$ cat config.mk
export PLATFORM = sky130hd
export DESIGN_NAME = rop_core
export DESIGN_NICKNAME = d
export VERILOG_FILES = /design/src/inc/rop_pkg.sv /design/src/hw/rop_decode.sv /design/src/hw/rop_core.sv
export SDC_FILE = /design/constraint.sdc
export NUM_CORES = 1
export LEC_CHECK = 0
export BUFFER_PORTS_ARGS = -buffer_cell sky130_fd_sc_hd__buf_2
export CELL_PAD_IN_SITES_DETAIL_PLACEMENT = 0
export CELL_PAD_IN_SITES_GLOBAL_PLACEMENT = 1
export CORE_MARGIN = 5
export CORE_UTILIZATION = 35
export CTS_CLUSTER_SIZE = 10
export DETAILED_ROUTE_END_ITERATION = 10
export MAX_ROUTING_LAYER = met4
export PLACE_DENSITY = 0.7
export SYNTH_ARGS = -nofsm -noshare
export SYNTH_HDL_FRONTEND = slang
export SYNTH_SLANG_ARGS = --single-unit
$ cat constraint.sdc
create_clock -name clock_in -period 2.9 [get_ports clock_in]
set_clock_uncertainty 0.2 [all_clocks]
set_input_delay 0.29 -clock clock_in [delete_from_list [all_inputs] [get_ports clock_in]]
set_output_delay 0.29 -clock clock_in [all_outputs]
set_load 0.005 [all_outputs]
$ cat src/inc/rop_pkg.sv
// Purpose: Shared constants and types for the return and option instruction group.
// Assumes: 14-bit instruction words, 8-bit data, 13-bit program counter.
// Notes: Four phases make one instruction cycle.
`default_nettype none
package rop_pkg;
    localparam int INSN_W = 14;
    localparam int DATA_W = 8;
    localparam int PC_W = 13;
    localparam logic [13:0] ENC_NOP_MASK = 14'h3f9f;
    localparam logic [13:0] ENC_NOP = 14'h0000;
    localparam logic [13:0] ENC_RET_IRQ = 14'h0009;
    localparam logic [13:0] ENC_LOAD_OPT = 14'h0062;
    localparam logic [13:0] ENC_RETURN = 14'h0008;
    localparam logic [13:0] ENC_RETLIT_MASK = 14'h3c00;
    localparam logic [13:0] ENC_RETLIT = 14'h3400;
    localparam int GIE_BIT = 7;
    localparam logic [7:0] IRQ_CTRL_RESET = 8'h00;
    localparam logic [7:0] OPTION_RESET = 8'hff;
    localparam logic [7:0] ACC_RESET = 8'h00;
    localparam logic [12:0] PC_RESET = 13'h0000;

    typedef enum logic [1:0] {
        ROP_Q1,
        ROP_Q2,
        ROP_Q3,
        ROP_Q4
    } rop_phase_t;

    typedef enum logic [2:0] {
        ROP_OP_OTHER,
        ROP_OP_NOP,
        ROP_OP_RET_IRQ,
        ROP_OP_LOAD_OPT,
        ROP_OP_RET_LIT,
        ROP_OP_RETURN
    } rop_op_t;

    typedef struct packed {
        logic pop;
        logic [12:0] pc;
    } rop_pc_load_t;
endpackage : rop_pkg
`default_nettype wire

$ cat src/hw/rop_decode.sv
// Purpose: Classifies one instruction word into this block's operations.
// Assumes: Word is stable while decoded.
// Notes: Purely combinational.
`default_nettype none
module rop_decode (
    input wire logic [13:0] insn_in,
    output rop_pkg::rop_op_t op_out
);
    wire is_nop = (insn_in & rop_pkg::ENC_NOP_MASK) == rop_pkg::ENC_NOP;
    wire is_rirq = insn_in == rop_pkg::ENC_RET_IRQ;
    wire is_opt = insn_in == rop_pkg::ENC_LOAD_OPT;
    wire is_ret = insn_in == rop_pkg::ENC_RETURN;
    wire is_rlit = (insn_in & rop_pkg::ENC_RETLIT_MASK) == rop_pkg::ENC_RETLIT;
    assign op_out = is_rirq ? rop_pkg::ROP_OP_RET_IRQ :
                    is_ret ? rop_pkg::ROP_OP_RETURN :
                    is_opt ? rop_pkg::ROP_OP_LOAD_OPT :
                    is_rlit ? rop_pkg::ROP_OP_RET_LIT :
                    is_nop ? rop_pkg::ROP_OP_NOP : rop_pkg::ROP_OP_OTHER;
endmodule : rop_decode
`default_nettype wire

$ cat src/hw/rop_core.sv
// Purpose: Executes no-op, interrupt return, option load, literal return and return.
// Assumes: Instruction and stack top are held steady through the cycle they belong to.
// Notes: Flush cycle after each return spends a whole idle instruction cycle.
//
// Behaviour
// [RULE1] A no-op decodes in Q1 and changes nothing in Q2 to Q4 of its one cycle.
// [RULE2] Interrupt return loads the counter from the stack top, sets the enable, takes two cycles.
// [RULE3] The enable is a bit of the interrupt control register, set in Q3, stack popped in Q4.
// [RULE4] Option load copies the accumulator into the option register in one cycle, no flags.
// [RULE5] Literal return puts the literal in the accumulator and pops the stack over two cycles.
// [RULE6] Plain return pops in Q4 of the first cycle, idles one cycle, keeps flags and enable.
`default_nettype none
module rop_core #(
    parameter int INSN_W = rop_pkg::INSN_W,
    parameter int DATA_W = rop_pkg::DATA_W,
    parameter int PC_W = rop_pkg::PC_W
) (
    input wire logic clock_in,
    input wire logic rst_n_in,
    input wire logic [INSN_W-1:0] insn_in,
    input wire logic [PC_W-1:0] stack_top_in,
    output logic [PC_W-1:0] pc_out,
    output logic stack_pop_out,
    output logic [DATA_W-1:0] acc_out,
    output logic [DATA_W-1:0] option_out,
    output logic [DATA_W-1:0] irq_control_reg_out,
    output logic global_irq_enable_out,
    output logic idle_cycle_out,
    output logic [1:0] phase_out
);
    rop_pkg::rop_phase_t phase;
    rop_pkg::rop_phase_t next_phase;
    rop_pkg::rop_op_t op;
    rop_pkg::rop_op_t op_q;
    logic idle;
    logic [PC_W-1:0] pc;
    logic [DATA_W-1:0] acc;
    logic [DATA_W-1:0] option_reg;
    logic [DATA_W-1:0] irq_control_reg;
    logic [DATA_W-1:0] insn_q_lit;
    logic pop;
    rop_pkg::rop_op_t next_op_q;
    logic next_idle;

    // The opcode patterns, the literal field and the stack carrier are fixed in the package.
    if (INSN_W != rop_pkg::INSN_W) begin : g_bad_insn_w
        $error("rop_core: instruction width must match the opcode patterns");
    end
    if (DATA_W != rop_pkg::DATA_W) begin : g_bad_data_w
        $error("rop_core: data width must match the literal field");
    end
    if (PC_W != rop_pkg::PC_W) begin : g_bad_pc_w
        $error("rop_core: counter width must match the stack carrier");
    end
    if (rop_pkg::GIE_BIT >= DATA_W) begin : g_bad_gie_bit
        $error("rop_core: enable bit lies outside the control register");
    end

    rop_decode u_dec (
        .insn_in(insn_in),
        .op_out(op)
    );

    // Phase decode; the enable is set one phase ahead of the pop.
    wire at_q1 = phase == rop_pkg::ROP_Q1;
    wire at_q3 = phase == rop_pkg::ROP_Q3;
    wire at_q4 = phase == rop_pkg::ROP_Q4;
    wire live = !idle;
    wire q_ret_irq = op_q == rop_pkg::ROP_OP_RET_IRQ;
    wire q_return = op_q == rop_pkg::ROP_OP_RETURN;
    wire q_ret_lit = op_q == rop_pkg::ROP_OP_RET_LIT;
    wire q_load_opt = op_q == rop_pkg::ROP_OP_LOAD_OPT;
    wire is_branch = q_ret_irq || q_return || q_ret_lit;
    wire set_gie = live && at_q3 && q_ret_irq; // [RULE3]
    wire do_pop = live && at_q4 && is_branch; // [RULE2] [RULE5] [RULE6]
    wire do_opt = live && at_q4 && q_load_opt; // [RULE4]
    wire do_lit = live && at_q4 && q_ret_lit; // [RULE5]

    // Carries the pop strobe and the popped address together to the counter register.
    rop_pkg::rop_pc_load_t pc_load;
    assign pc_load = '{pop: do_pop, pc: stack_top_in};

    always_comb begin
        case (phase)
            rop_pkg::ROP_Q1: next_phase = rop_pkg::ROP_Q2;
            rop_pkg::ROP_Q2: next_phase = rop_pkg::ROP_Q3;
            rop_pkg::ROP_Q3: next_phase = rop_pkg::ROP_Q4;
            rop_pkg::ROP_Q4: next_phase = rop_pkg::ROP_Q1;
            default: next_phase = rop_pkg::ROP_Q1;
        endcase
    end

    // A word presented in the idle cycle after a return is dropped and runs as a no-op.
    always_comb begin
        next_op_q = op_q;
        next_idle = idle;
        if (at_q1) begin
            next_op_q = idle ? rop_pkg::ROP_OP_NOP : op; // [RULE1]
        end
        if (at_q4) begin
            next_idle = live && is_branch; // [RULE2] [RULE5] [RULE6]
        end
    end

    always_ff @(posedge clock_in or negedge rst_n_in) begin
        if (!rst_n_in) begin
            phase <= rop_pkg::ROP_Q1;
        end else begin
            phase <= next_phase;
        end
    end

    always_ff @(posedge clock_in or negedge rst_n_in) begin
        if (!rst_n_in) begin
            op_q <= rop_pkg::ROP_OP_NOP;
            idle <= 1'b0;
        end else begin
            op_q <= next_op_q;
            idle <= next_idle;
        end
    end

    // The stack top is taken at the Q4 edge, so it must already be settled by then.
    always_ff @(posedge clock_in or negedge rst_n_in) begin
        if (!rst_n_in) begin
            pc <= rop_pkg::PC_RESET;
            pop <= 1'b0;
        end else begin
            pop <= pc_load.pop;
            if (pc_load.pop) begin
                pc <= pc_load.pc; // [RULE2] [RULE5] [RULE6]
            end
        end
    end

    always_ff @(posedge clock_in or negedge rst_n_in) begin
        if (!rst_n_in) begin
            insn_q_lit <= 8'h00;
        end else if (at_q1) begin
            insn_q_lit <= insn_in[DATA_W-1:0]; // [RULE5]
        end
    end

    always_ff @(posedge clock_in or negedge rst_n_in) begin
        if (!rst_n_in) begin
            acc <= rop_pkg::ACC_RESET;
        end else if (do_lit) begin
            acc <= insn_q_lit; // [RULE5]
        end
    end

    always_ff @(posedge clock_in or negedge rst_n_in) begin
        if (!rst_n_in) begin
            option_reg <= rop_pkg::OPTION_RESET;
        end else if (do_opt) begin
            option_reg <= acc; // [RULE4]
        end
    end

    // One flop per control bit; only the enable bit has a setter in this group.
    for (genvar b = 0; b < DATA_W; b++) begin : g_ctrl_bit
        wire set_bit = set_gie && (b == rop_pkg::GIE_BIT);
        always_ff @(posedge clock_in or negedge rst_n_in) begin
            if (!rst_n_in) begin
                irq_control_reg[b] <= rop_pkg::IRQ_CTRL_RESET[b];
            end else if (set_bit) begin
                irq_control_reg[b] <= 1'b1; // [RULE2] [RULE3]
            end
        end
    end

    // Every port leaves from a flop, so all outputs trail the state by one clock.
    always_ff @(posedge clock_in or negedge rst_n_in) begin
        if (!rst_n_in) begin
            pc_out <= rop_pkg::PC_RESET;
            stack_pop_out <= 1'b0;
        end else begin
            pc_out <= pc;
            stack_pop_out <= pop;
        end
    end

    always_ff @(posedge clock_in or negedge rst_n_in) begin
        if (!rst_n_in) begin
            acc_out <= rop_pkg::ACC_RESET;
        end else begin
            acc_out <= acc;
        end
    end

    always_ff @(posedge clock_in or negedge rst_n_in) begin
        if (!rst_n_in) begin
            option_out <= rop_pkg::OPTION_RESET;
        end else begin
            option_out <= option_reg;
        end
    end

    always_ff @(posedge clock_in or negedge rst_n_in) begin
        if (!rst_n_in) begin
            irq_control_reg_out <= rop_pkg::IRQ_CTRL_RESET;
            global_irq_enable_out <= 1'b0;
        end else begin
            irq_control_reg_out <= irq_control_reg;
            global_irq_enable_out <= irq_control_reg[rop_pkg::GIE_BIT];
        end
    end

    always_ff @(posedge clock_in or negedge rst_n_in) begin
        if (!rst_n_in) begin
            idle_cycle_out <= 1'b0;
            phase_out <= 2'h0;
        end else begin
            idle_cycle_out <= idle;
            phase_out <= phase;
        end
    end
endmodule : rop_core
`default_nettype wire

==> results by group <==
Run status
  – Status: finished, final reports clean

Synth
  – #FFs+latches synth: between 70 and 80
  – Main flop type after synthesis: dfrtp_1
  – YS warnings: 0
  – Netlist cell types: 33
  – Avg Cell Area, Syn: 16.5 um^2
  – Seq/Total Area, Yosys: 0.714
  – Post-synth EDFFs: 0
  – Post-Syn Area: 0.00280 mm^2
  – Mapped Cells: between 150 and 200
  – FFs w/ async S/R, synth: 1.00

Timing
  – Fin. Hold Viols: 0
  – Minimum clock period: ~1.9 ns
  – Slew @ Worst Pin: roughly 0.95 ns
  – Sum Neg Setup Slack: 0 ns
  – # setup viols final: 0
  – RSZ-0062 raised after global routing: false
  – Tcrit/Tclk final: 0.672
  – FMAX: between 500 and 600 MHz
  – Slew headroom: 0.369
  – Fin. max-slew vios: 0

CTS
  – # resized after CTS: 0
  – Clock transition at the registers of the reported paths: 0.08 ns
  – Num CTS Buffers: 9
  – Sink Count: slightly below 80
  – Htree depth: 3
  – CTS tree: yes
  – Maximum clock path buffer count: 2
  – Worst skew pair latency: 0.33 ns
  – Root buffer cell: clkbuf_8

Finish
  – Ant diodes: 0
  – Nets: 288
  – Post-route cell area: 0.00353 mm^2
  – Largest regs: pc: 13 flops, pc_out: 13 flops
  – Synthesis-to-layout area growth: 26.1%
  – Layout cells sized above 1: 0.531

Drt
  – Vias/cell: roughly 4.3
  – DR vias: roughly 1600
  – # DRC: 0
  – Final ANT Viol Nets: 0
  – Initial DRC count: 42
  – DRT Pass-1 Iters: 4
  – DR WL/cell: 13.0 um
  – Drt total wl: 4690 um

Setup path
  – CP startpoint kind: register
  – Reg2reg end: pc[7]$_DFFE_PN0P_
  – WS Path Type: reg2reg
  – Flop2flop setup slack: 0.95 ns
  – Reg-to-reg startpoint: op_q[0]$_DFFE_PN1N_
  – Arrival time worst endpoint: 1.97 ns
  – R2R cell count: 3
  – Crit path from: op_q[0]$_DFFE_PN1N_
  – Critical path peak fanout: 15
  – Required @ worst endpoint: about 2.9 ns
  – CP Capture Type: register

Worst hold path
  – Hold path depth: 2
  – Hold Path Class: in2reg
  – Hold Startpoint: insn_in[4]
  – WHS Endpoint: insn_q_lit[4]$_DFFE_PN0N_

Floorplan
  – IO Pins: 71
  – Initial Utilization: 0.361
  – Die width: 99.4 um
  – DIE AREA: 0.00989 mm^2
  – Die H: 99.4 um
  – Row count: 32
  – Core area: roughly 0.0078 mm^2

Pwr
  – Pleak: between 1.5 and 2 nW
  – Maximum vdd drop: 0.000188 V
  – PwrDens: about 620 mW/mm^2

Placed design
  – DPL Wire Length: 3240 um
  – Port Buffers: 63
  – Placer Congestion: ~0.70
  – Dpl cell area: 0.00318 mm^2

Global routing
  – Vias in the first global route: 1595
  – Largest net degree at the start of global routing: 80
  – Overall routing resource usage: 0.105
  – Grt ovf: 0
  – Initial antenna violation count: 0
  – First-pass GRT wire length: roughly 7700 um

Flow run
  – Max_cap viols: 0
==> layer usage <==
| layer | track usage | part of all wire | up-vias |
|---|---|---|---|
| met5 | - | 0 | - |
| met4 | 0.0630 | 0.023 | 0 |
| met3 | 0.0231 | 0.058 | 11 |
| met2 | 0.155 | 0.48 | 46 |
| met1 | 0.130 | 0.44 | 767 |
| li1 | - | - | 743 |
==> what timing repair did <==
action / CTS / global route
hold buffers: 16 / 0
setup buffers: 0 / 0
hold endpoints to repair: 77 / 0
==> cells in the final DEF, fill, tap and decap left out, types with 2 or more instances in the layout <==
cell type and n:
dfstp_2 17, ha_1 4, dfrtp_1 62, nor2_1 3, clkbuf_1 2, dlygate4sd3_1 16, clkbuf_8 9, a211oi_1 2
inv_1 7, o21ai_0 2, clkinvlp_4 2, mux2_2 37, buf_2 62, nor2b_1 4, conb_1 7
==> how the worst max path moves through the flow <==
stage	end	slack, ns
floorplan	pc[10]$_DFFE_PN0P_	1.22
global placement	pc[4]$_DFFE_PN0P_	0.96
detailed placement	pc[8]$_DFFE_PN0P_	0.90
CTS	pc[7]$_DFFE_PN0P_	0.90
global route	pc[10]$_DFFE_PN0P_	0.82
finish	pc[7]$_DFFE_PN0P_	0.95
==> power by group <==
part | total [mW] | switching, mW | leakage [nW] | internal, mW
Clock | 0.770 | 0.372 | 0.0895 | 0.398
Sequential | 1.24 | 0.0372 | 0.941 | 1.20
Combinational | 0.168 | 0.0707 | 0.667 | 0.0974
==> through the flow <==
stage           util  instances  hold slack (ns)  worst slack (ns)  power [mW]
3_3_place_gp   0.409        330            0.134             0.963        1.41
6_report       0.455        362           0.0254             0.950        2.17
4_1_cts        0.455        362           0.0191             0.895        2.21
2_1_floorplan      -        176           -0.206              1.22        1.32
5_1_grt        0.455        362           0.0258             0.816        2.28
3_5_place_dp   0.409        330            0.141             0.905        1.42
==> cell usage after synthesis (2+ instances only) <==
cell	number	area (um^2)
nor2b_1	4	25.0
mux2_2	37	417
nor2_1	3	11.3
o21ai_0	2	10.0
buf_6	2	22.5
ha_1	4	50.1
dfrtp_1	62	1550
inv_1	7	26.3
dfstp_2	17	447
buf_4	8	60.1
a211oi_1	2	15.0
==> worst max-delay path, stage by stage, from the launching register on <==
cell	delay [ns]
dfstp_2	0.57
nor3b_2	0.06
o21ai_2	0.60
mux2_2	0.41
==> kinds of logic (layout without fill, tap and decap cells) <==
| group | after synthesis | count (layout) | share of synthesized area |
|---|---|---|---|
| and+or+nand+nor | 22 | 22 | 0.0536 |
| other | 1 | 7 | 0.00134 |
| muxes | 37 | 37 | 0.149 |
| AOI/OAI and AO/OA | 9 | 9 | 0.0241 |
| adders and majority gates | 4 | 4 | 0.0179 |
| buffers and inverters | 18 | 102 | 0.0407 |
| DFF | 79 | 79 | 0.714 |
==> layout make-up <==
| type | instances | area, um^2 |
|---|---|---|
| clock buffers | 11 | 131 |
| clock inverters | 5 | 58.8 |
| fillers | 709 | 4240 |
| inverters | 7 | 26.3 |
| multi-input cells | 79 | 711 |
| flip-flops and latches | 79 | 2000 |
| well taps | 102 | 128 |
| repair buffers | 79 | 478 |
Note: power is estimated with default switching activity, not from simulation.
